**config.mk**
```make
export PLATFORM = sky130hd
export DESIGN_NAME = operand_fetch_and_branch_hint
export DESIGN_NICKNAME = d
export VERILOG_FILES = /design/src/hdl/opfetch_pkg.sv /design/src/hdl/operand_resolve.sv /design/src/hdl/operand_fetch_and_branch_hint.sv
export VERILOG_INCLUDE_DIRS = /design/src /design/src/hdl
export SDC_FILE = /design/constraint.sdc
export NUM_CORES = 1
export LEC_CHECK = 0
export BUFFER_PORTS_ARGS = -buffer_cell sky130_fd_sc_hd__buf_4
export CAP_MARGIN = 20
export CORE_UTILIZATION = 30
export DETAILED_ROUTE_END_ITERATION = 8
export SYNTH_ARGS = -nofsm -noshare
export SYNTH_HDL_FRONTEND = slang
export SYNTH_HIERARCHICAL = 1
export SYNTH_SLANG_ARGS = --single-unit
```
**constraint.sdc**
```tcl
create_clock -name clk_in -period 3.5 [get_ports clk_in]
set_input_delay 0.7 -clock clk_in [delete_from_list [all_inputs] [get_ports clk_in]]
set_output_delay 0.7 -clock clk_in [all_outputs]
set_load 0.02 [all_outputs]
```
**src/hdl/opfetch_map.svh**
```systemverilog
// Constants for the operand fetch and branch hint block.
// Assumes inclusion by both design files; definitions only.
`ifndef OPFETCH_MAP_SVH
`define OPFETCH_MAP_SVH

// Operand class codes
`define OPC_REG        2'h0
`define OPC_LIT        2'h1
`define OPC_SFR        2'h2
`define OPC_DISP       2'h3
// Operand field widths and ranges
`define SEL_W          5
`define SFR_COUNT      5'h03
`define DISP_W         23
// Shift and bit-alter
`define BITPOS_W       5
`define CC_BIT_ONE     1
// Branch hint codes
`define HINT_NONE      2'h0
`define HINT_TRUE      2'h1
`define HINT_FALSE     2'h2
// Reset value of state
`define WORD_ZERO      32'h0000_0000
`define DISP_ZERO      23'h00_0000

`endif

```
**src/hdl/opfetch_pkg.sv**
```systemverilog
// Types for the operand fetch and branch hint block.
// Assumes no surroundings; types only.
package opfetch_pkg;
   typedef enum logic [1:0] {
      st_idle,
      st_exec,
      st_wb
   } instr_state_t;
endpackage

```
**src/hdl/operand_resolve.sv**
```systemverilog
// Resolves one operand field to a 32-bit value.
// Assumes register file and sfr snapshot come from the same clock domain.
`timescale 1ns/1ns
`include "opfetch_map.svh"
module operand_resolve (
   input  wire logic [1:0]          class_in,  // Operand class
   input  wire logic [4:0]          sel_in,    // Register, literal, sfr no.
   input  wire logic                local_in,  // Local bank select
   input  wire logic [31:0]         glob_in,   // Global register value
   input  wire logic [31:0]         locl_in,   // Local register value
   input  wire logic [31:0]         sfr_in,    // Snapshot sfr value
   input  wire logic [`DISP_W-1:0]  disp_in,   // Displacement field
   output logic      [31:0]         val_out,   // Resolved value
   output logic                     bad_out    // Unimplemented sfr
);
   wire logic [31:0] reg_val;
   wire logic [31:0] lit_val;
   wire logic [31:0] disp_val;
   assign reg_val  = local_in ? locl_in : glob_in;
   assign lit_val  = {27'h000_0000, sel_in};
   assign disp_val = {{(32-`DISP_W){disp_in[`DISP_W-1]}}, disp_in};
   assign val_out  = (class_in == `OPC_REG)  ? reg_val :
                     (class_in == `OPC_LIT)  ? lit_val :
                     (class_in == `OPC_SFR)  ? sfr_in  : disp_val;
   assign bad_out  = (class_in == `OPC_SFR) && (sel_in >= `SFR_COUNT);
endmodule

```
**src/hdl/operand_fetch_and_branch_hint.sv**
```systemverilog
// Decode-stage operand access, bit-alter, shift and static branch hinting.
// Assumes register and sfr files sit outside; fetch stream obeys redirects.
`timescale 1ns/1ns
`include "opfetch_map.svh"
module operand_fetch_and_branch_hint (
   input  wire logic               clk_in,          // Core clock 125 MHz
   input  wire logic               rst_n_in,        // Sync reset, low
   // Instruction issue
   input  wire logic               issue_in,        // Start instruction
   input  wire logic [1:0]         op_in,           // 0 mov 1 alter 2 shl
   input  wire logic [1:0]         cls_a_in,        // Source A class
   input  wire logic [4:0]         sel_a_in,        // Source A select
   input  wire logic               loc_a_in,        // Source A local bank
   input  wire logic [1:0]         cls_b_in,        // Source B class
   input  wire logic [4:0]         sel_b_in,        // Source B select
   input  wire logic               loc_b_in,        // Source B local bank
   input  wire logic               dst_sfr_in,      // Destination is sfr
   input  wire logic [4:0]         dst_sel_in,      // Destination number
   input  wire logic [2:0]         cond_code_in,    // Condition code flags
   // Register file view
   input  wire logic [31:0]        glob_a_in,       // Global for A
   input  wire logic [31:0]        locl_a_in,       // Local for A
   input  wire logic [31:0]        glob_b_in,       // Global for B
   input  wire logic [31:0]        locl_b_in,       // Local for B
   input  wire logic [31:0]        sfr0_in,         // Live sfr 0
   input  wire logic [31:0]        sfr1_in,         // Live sfr 1
   input  wire logic [31:0]        sfr2_in,         // Live sfr 2
   // Branch
   input  wire logic               br_issue_in,     // Branch decoded
   input  wire logic               br_cmp_fmt_in,   // Compare-and-branch fmt
   input  wire logic [1:0]         br_hint_in,      // Hint suffix
   input  wire logic [`DISP_W-1:0] br_disp_in,      // Displacement
   input  wire logic [31:0]        br_ip_in,        // Branch address
   input  wire logic               br_resolve_in,   // Outcome known
   input  wire logic               br_taken_in,     // Condition true
   // Results
   output logic      [31:0]        result_out,      // Register result
   output logic                    result_vld_out,  // Register write pulse
   output logic      [31:0]        sfr_wdata_out,   // Sfr write data
   output logic      [1:0]         sfr_wsel_out,    // Sfr write number
   output logic                    sfr_we_out,      // Sfr write pulse
   output logic                    op_fault_out,    // Unimplemented sfr
   output logic      [31:0]        fetch_ip_out,    // Fetch redirect
   output logic                    fetch_vld_out,   // Redirect pulse
   output logic                    squash_out,      // Discard wrong path
   output logic                    spec_out         // Speculating
);
   // ****************************************
   // Instruction sequencing
   // ****************************************
   opfetch_pkg::instr_state_t state;
   opfetch_pkg::instr_state_t next_state;
   logic [31:0] snap_a;
   logic [31:0] snap_b;
   logic [1:0]  cls_a;
   logic [1:0]  cls_b;
   logic [4:0]  sel_a;
   logic [4:0]  sel_b;
   logic        loc_a;
   logic        loc_b;
   logic [1:0]  op;
   logic        dst_sfr;
   logic [4:0]  dst_sel;
   logic        cc1;
   logic [31:0] final_val;

   wire logic [31:0] live_sfr_a;
   wire logic [31:0] live_sfr_b;
   wire logic [31:0] val_a;
   wire logic [31:0] val_b;
   wire logic        bad_a;
   wire logic        bad_b;
   wire logic [31:0] bit_mask;
   wire logic [31:0] alter_val;
   wire logic [31:0] shl_val;
   wire logic [31:0] next_val;
   wire logic        fault_now;

   assign live_sfr_a = (sel_a_in == 5'h00) ? sfr0_in :
                       (sel_a_in == 5'h01) ? sfr1_in : sfr2_in;
   assign live_sfr_b = (sel_b_in == 5'h00) ? sfr0_in :
                       (sel_b_in == 5'h01) ? sfr1_in : sfr2_in;

   // Sfr operand values use snapshots taken at instruction start; register values are live
   operand_resolve u_res_a (
      .class_in (cls_a),
      .sel_in   (sel_a),
      .local_in (loc_a),
      .glob_in  (glob_a_in),
      .locl_in  (locl_a_in),
      .sfr_in   (snap_a),
      .disp_in  (`DISP_ZERO),
      .val_out  (val_a),
      .bad_out  (bad_a)
   );
   operand_resolve u_res_b (
      .class_in (cls_b),
      .sel_in   (sel_b),
      .local_in (loc_b),
      .glob_in  (glob_b_in),
      .locl_in  (locl_b_in),
      .sfr_in   (snap_b),
      .disp_in  (`DISP_ZERO),
      .val_out  (val_b),
      .bad_out  (bad_b)
   );

   assign bit_mask  = 32'h0000_0001 << val_b[`BITPOS_W-1:0];
   assign alter_val = cc1 ? (val_a | bit_mask)
                          : (val_a & ~bit_mask);
   assign shl_val   = val_a << val_b[`BITPOS_W-1:0];
   assign next_val  = (op == 2'h1) ? alter_val :
                      (op == 2'h2) ? shl_val : val_a;
   assign fault_now = bad_a || bad_b ||
                      (dst_sfr && (dst_sel >= `SFR_COUNT));

   always_comb begin
      next_state = state;
      unique case (state)
         opfetch_pkg::st_idle: begin
            if (issue_in) begin
               next_state = opfetch_pkg::st_exec;
            end
         end
         opfetch_pkg::st_exec: begin
            next_state = opfetch_pkg::st_wb;
         end
         opfetch_pkg::st_wb: begin
            next_state = opfetch_pkg::st_idle;
         end
      endcase
   end

   always_ff @(posedge clk_in) begin
      if (!rst_n_in) begin
         state <= opfetch_pkg::st_idle;
      end else begin
         state <= next_state;
      end
   end

   // Capture decode fields and sfr values once
   always_ff @(posedge clk_in) begin
      if (!rst_n_in) begin
         snap_a  <= `WORD_ZERO;
         snap_b  <= `WORD_ZERO;
         cls_a   <= `OPC_REG;
         cls_b   <= `OPC_REG;
         sel_a   <= 5'h00;
         sel_b   <= 5'h00;
         loc_a   <= 1'b0;
         loc_b   <= 1'b0;
         op      <= 2'h0;
         dst_sfr <= 1'b0;
         dst_sel <= 5'h00;
         cc1     <= 1'b0;
      end else if (state == opfetch_pkg::st_idle && issue_in) begin
         snap_a  <= live_sfr_a;
         snap_b  <= (sel_b_in == sel_a_in) ? live_sfr_a
                                           : live_sfr_b;
         cls_a   <= cls_a_in;
         cls_b   <= cls_b_in;
         sel_a   <= sel_a_in;
         sel_b   <= sel_b_in;
         loc_a   <= loc_a_in;
         loc_b   <= loc_b_in;
         op      <= op_in;
         dst_sfr <= dst_sfr_in;
         dst_sel <= dst_sel_in;
         cc1     <= cond_code_in[`CC_BIT_ONE];
      end
   end

   // Result held internally; sfr written once at end
   always_ff @(posedge clk_in) begin
      if (!rst_n_in) begin
         final_val      <= `WORD_ZERO;
         result_out     <= `WORD_ZERO;
         result_vld_out <= 1'b0;
         sfr_wdata_out  <= `WORD_ZERO;
         sfr_wsel_out   <= 2'h0;
         sfr_we_out     <= 1'b0;
         op_fault_out   <= 1'b0;
      end else begin
         result_vld_out <= 1'b0;
         sfr_we_out     <= 1'b0;
         op_fault_out   <= 1'b0;
         if (state == opfetch_pkg::st_exec) begin
            final_val    <= next_val;
            op_fault_out <= fault_now;
            if (!fault_now && !dst_sfr) begin
               result_out     <= next_val;
               result_vld_out <= 1'b1;
            end
         end
         if (state == opfetch_pkg::st_wb && dst_sfr && !fault_now &&
             dst_sel < `SFR_COUNT) begin
            sfr_wdata_out <= final_val;
            sfr_wsel_out  <= dst_sel[1:0];
            sfr_we_out    <= 1'b1;
         end
      end
   end

   // ****************************************
   // Static branch hint
   // ****************************************
   logic        spec;
   logic        pred_taken;
   logic [31:0] alt_ip;

   wire logic        hint_taken;
   wire logic [31:0] target_ip;
   wire logic [31:0] fall_ip;
   wire logic        mispredict;

   assign hint_taken = (br_hint_in == `HINT_TRUE) ||
                       (br_hint_in == `HINT_NONE && br_cmp_fmt_in &&
                        br_disp_in[`DISP_W-1]);
   assign target_ip  = br_ip_in + {{(32-`DISP_W){br_disp_in[`DISP_W-1]}},
                                    br_disp_in};
   assign fall_ip    = br_ip_in + 32'h0000_0004;
   assign mispredict = spec && br_resolve_in &&
                       (br_taken_in != pred_taken);

   always_ff @(posedge clk_in) begin
      if (!rst_n_in) begin
         spec          <= 1'b0;
         pred_taken    <= 1'b0;
         alt_ip        <= `WORD_ZERO;
         fetch_ip_out  <= `WORD_ZERO;
         fetch_vld_out <= 1'b0;
         squash_out    <= 1'b0;
         spec_out      <= 1'b0;
      end else begin
         fetch_vld_out <= 1'b0;
         squash_out    <= 1'b0;
         if (spec && br_resolve_in) begin
            spec     <= 1'b0;
            spec_out <= 1'b0;
            if (mispredict) begin
               squash_out    <= 1'b1;
               fetch_ip_out  <= alt_ip;
               fetch_vld_out <= 1'b1;
            end
         end else if (!spec && br_issue_in) begin
            spec          <= 1'b1;
            spec_out      <= 1'b1;
            pred_taken    <= hint_taken;
            fetch_ip_out  <= hint_taken ? target_ip : fall_ip;
            alt_ip        <= hint_taken ? fall_ip : target_ip;
            fetch_vld_out <= 1'b1;
         end
      end
   end

   // ****************************************
   // Checks
   // ****************************************
   a_alter_clear: assert property (@(posedge clk_in) disable iff (!rst_n_in)
      state == opfetch_pkg::st_exec && op == 2'h1 && !cc1 && !fault_now
      && !dst_sfr |=> !result_out[$past(val_b[4:0])])
      else $error("bit-alter did not clear");
   a_alter_set: assert property (@(posedge clk_in) disable iff (!rst_n_in)
      state == opfetch_pkg::st_exec && op == 2'h1 && cc1 && !fault_now
      && !dst_sfr |=> result_out[$past(val_b[4:0])])
      else $error("bit-alter did not set");
   a_shl_one_clk: assert property (@(posedge clk_in) disable iff (!rst_n_in)
      issue_in && state == opfetch_pkg::st_idle && op_in == 2'h2
      && !dst_sfr_in && cls_a_in == `OPC_LIT && cls_b_in == `OPC_LIT
      |=> ##1 result_vld_out)
      else $error("shift not done in one clock");
   a_sfr_once: assert property (@(posedge clk_in) disable iff (!rst_n_in)
      sfr_we_out |=> !sfr_we_out ##1 !sfr_we_out)
      else $error("sfr written twice");
   a_sfr_stable: assert property (@(posedge clk_in) disable iff (!rst_n_in)
      state != opfetch_pkg::st_idle |=> $stable(snap_a))
      else $error("sfr snapshot changed");
   a_sfr_same: assert property (@(posedge clk_in) disable iff (!rst_n_in)
      state != opfetch_pkg::st_idle && cls_a == `OPC_SFR
      && cls_b == `OPC_SFR && sel_a == sel_b |-> val_a == val_b)
      else $error("one sfr read twice");
   a_sfr_range: assert property (@(posedge clk_in) disable iff (!rst_n_in)
      sfr_we_out |-> sfr_wsel_out != 2'h3)
      else $error("unimplemented sfr written");
   a_fault_no_write: assert property (@(posedge clk_in) disable iff (!rst_n_in)
      op_fault_out |=> !sfr_we_out)
      else $error("faulting instruction wrote sfr");
   a_lit_range: assert property (@(posedge clk_in) disable iff (!rst_n_in)
      state == opfetch_pkg::st_exec && cls_a == `OPC_LIT
      |-> val_a[31:5] == 27'h000_0000)
      else $error("literal out of range");
   a_hint_path: assert property (@(posedge clk_in) disable iff (!rst_n_in)
      !spec && br_issue_in && br_hint_in == `HINT_TRUE
      |=> fetch_vld_out && fetch_ip_out == $past(target_ip))
      else $error("hinted path not fetched");
   a_wrong_undo: assert property (@(posedge clk_in) disable iff (!rst_n_in)
      mispredict |=> squash_out && fetch_vld_out
      && fetch_ip_out == $past(alt_ip))
      else $error("wrong guess not undone");
   c_mispredict: cover property (@(posedge clk_in) disable iff (!rst_n_in)
      mispredict);
   c_sfr_write: cover property (@(posedge clk_in) disable iff (!rst_n_in)
      sfr_we_out);
   c_alter: cover property (@(posedge clk_in) disable iff (!rst_n_in)
      state == opfetch_pkg::st_exec && op == 2'h1);
endmodule

```
==> out/summary.txt <==
max_cap viols: 0
DRT iter0 DRCs: 1,078
count of synthesis-stage warnings from yosys: 6
slack of the worst reg-to-reg path: 0.06 ns
Vias: 16,400
GRT Residual Overflow: 0
worst reg2reg endpoint: result_out[25]
Reg-to-Reg Start: loc_b
CTS root buf: sky130_fd_sc_hd__clkbuf_16
fillers: 5,264
Gate Count Post-Synth: 2,005
insertion delay of the later-clocked pin in the worst-skew pair: 0.56 ns
Final ANT Viol Nets: 0
routed length on met2: 28.8 mm
clock network power share: 0.271
final hold violation count: 0
number of hold buffers added after cts: 0
endpoint arrival time on the critical path: 3.84 ns
uppermost metal layer occupied by signal nets: met5
Worst Reg-to-Reg Cells: 10
TritonCTS clock tree: yes
DRT met1 WL: 26.1 mm
share of cells above drive strength 1: 0.276
start-to-end type of the worst setup path: reg -> reg
commonest non-fill, non-tap cells in the layout: sky130_fd_sc_hd__buf_4 (498), sky130_fd_sc_hd__nand2_1 (385), sky130_fd_sc_hd__a21oi_1 (257)
Sequential Power Share: 0.307
CP Max Fanout: 5
internal power consumption: 6570 µW
number of nets in the layout: 2,748
largest net degree at the start of global routing: 93
pin slew with the least headroom to its limit: 0.841 ns
vias in the first global route: 16,100
setup TNS: 0 ns
total number of H-tree levels: 1
switching part of the total power: 0.364
number of antenna violations at the first check in global routing: 2
average detailed-routed wire length per instance: 19.3 µm
number of input and output port buffers inserted: 362
static power due to leakage: 0.00844 µW
unrepaired setup endpoints after global routing: true
leading cell type in the layout, fill and taps excluded: sky130_fd_sc_hd__buf_4
detailed-placement wirelength estimate: 46.4 mm
placer congestion estimate: 0.938
ratio of routed vias to standard cells: 5.30
# setup viols final: 0
type of element capturing the critical path: register
Synth Area per Inst: 7.85 µm²
met3 layer wire length in the routed design: 3.24 mm
clk_skew: 0.0229 ns
post-route clock period utilization: 0.982
Max clock buf depth: 3
Syn-to-layout area delta: 32.8%
startpoint class of the critical path: register
Slew Limit Fails: 0
Core Rows: 83
clock-pin slew on the worst setup and hold paths: 0.06 ns
initial core utilization: 0.305
GRT Util Overall: 0.218
shortest period the worst path allows: 3.44 ns
capturing instance or port of the critical path: result_out[25]
result of the run: finished, final reports clean
Synth Cell Area: 0.0157 mm²
Worst IR Drop VDD: 0.250 mV
share of the core filled with cells in the final layout: 0.405
Tightest Hold Check Type: in -> reg
Die Span Y: 231 µm
Pre-antenna DRT Iters: 5
portion of total power attributed to combinational logic: 0.422
switching power of the nets: 3750 µW
first-pass GRT wire length: 91.5 mm
routed wire length: 59.7 mm
total CTS buffers: 26
number of clock sinks seen by CTS: 233
detailed-route DRC error count: 0
core region area: 0.0516 mm²
ports placed on the boundary: 419
Slew HR: 0.438
critical path data required time: 3.90 ns
start point of the critical path: loc_b
Pwr Density: 494 mW/mm²
Die X: 231 µm
Peak Freq: 291 MHz
die outline area: 0.0534 mm²
## flip-flops by register name, indices dropped and copies added, names as in the netlist, 2 cells and up
| signal | flops |
|---|---|
| sfr_wdata_out | 32 |
| op | 2 |
| sfr_wsel_out | 2 |
| snap_a | 32 |
| state | 2 |
| cls_a | 2 |
| sel_a | 5 |
| alt_ip | 32 |
| result_out | 32 |
| final_val | 32 |
| cls_b | 2 |
| dst_sel | 5 |
| snap_b | 5 |
| fetch_ip_out | 32 |
| sel_b | 5 |
## worst max-delay path, cell delays in order, from the launching register on
cell and delay [ns]:
sky130_fd_sc_hd__dfxtp_4 0.38, sky130_fd_sc_hd__mux2_4 0.31, sky130_fd_sc_hd__mux4_2 0.60, sky130_fd_sc_hd__buf_6 0.19, sky130_fd_sc_hd__mux4_2 0.49, sky130_fd_sc_hd__mux4_2 0.51
sky130_fd_sc_hd__nand2_2 0.09, sky130_fd_sc_hd__a21oi_2 0.07, sky130_fd_sc_hd__a311oi_2 0.38, sky130_fd_sc_hd__buf_4 0.18, sky130_fd_sc_hd__a211oi_1 0.07
## power by group through the flow
stage	sequential [µW]	combinational, µW	clock (µW)
3_5_place_dp	3220	4210	0
6_report	3170	4350	2800
3_3_place_gp	3220	4170	0
4_1_cts	3170	4260	2890
5_1_grt	3210	4710	2990
2_1_floorplan	3250	2430	0
## repair_timing
action | CTS | global route
gates resized for setup | 16 | 35
pin swaps | 3 | 10
endpoints found under the setup margin | 43 | 44
setup buffers | 1 | 2
## worst min path at each step
stage,start,to,slack (ns),depth (start not counted)
final,loc_a_in,loc_a,0.39,3
after global placement,alt_ip[22],alt_ip[22],0.43,2
after CTS,loc_b_in,loc_b,0.35,3
after floorplan,alt_ip[22],alt_ip[22],0.42,2
after global routing,loc_a_in,loc_a,0.37,3
after detailed placement,alt_ip[22],alt_ip[22],0.43,2
## metal layers
metal / up-vias / global-route usage
li1: 7966 / -
met1: 7873 / 0.284
met2: 488 / 0.376
met3: 80 / 0.0287
met4: 2 / 0.0604
met5: - / 0
## area by class of cell
class                   count  area, µm²  share of cell area
repair buffers            511       3940               0.189
clock inverters             7       90.1             0.00431
flip-flops and latches    233       4670               0.224
well taps                 680        851              0.0407
diodes                      1       2.50            0.000120
multi-input cells        1604      10500               0.501
clock buffers              38        777              0.0372
inverters                  20       80.1             0.00383
## stage by stage
stage | power, µW | worst slack (ns) | instances | hold slack, ns | instance area (µm²)
3_5_place_dp | 7430 | -0.634 | 3045 | 0.434 | 19800
6_report | 10300 | 0.0630 | 3094 | 0.385 | 20900
3_3_place_gp | 7390 | -0.616 | 3045 | 0.428 | 19800
2_1_floorplan | 5690 | 0.186 | 2032 | 0.416 | 15800
5_1_grt | 10900 | -0.0479 | 3094 | 0.372 | 20900
4_1_cts | 10300 | -0.00995 | 3091 | 0.347 | 20800
(Power assumes the default switching activity.)
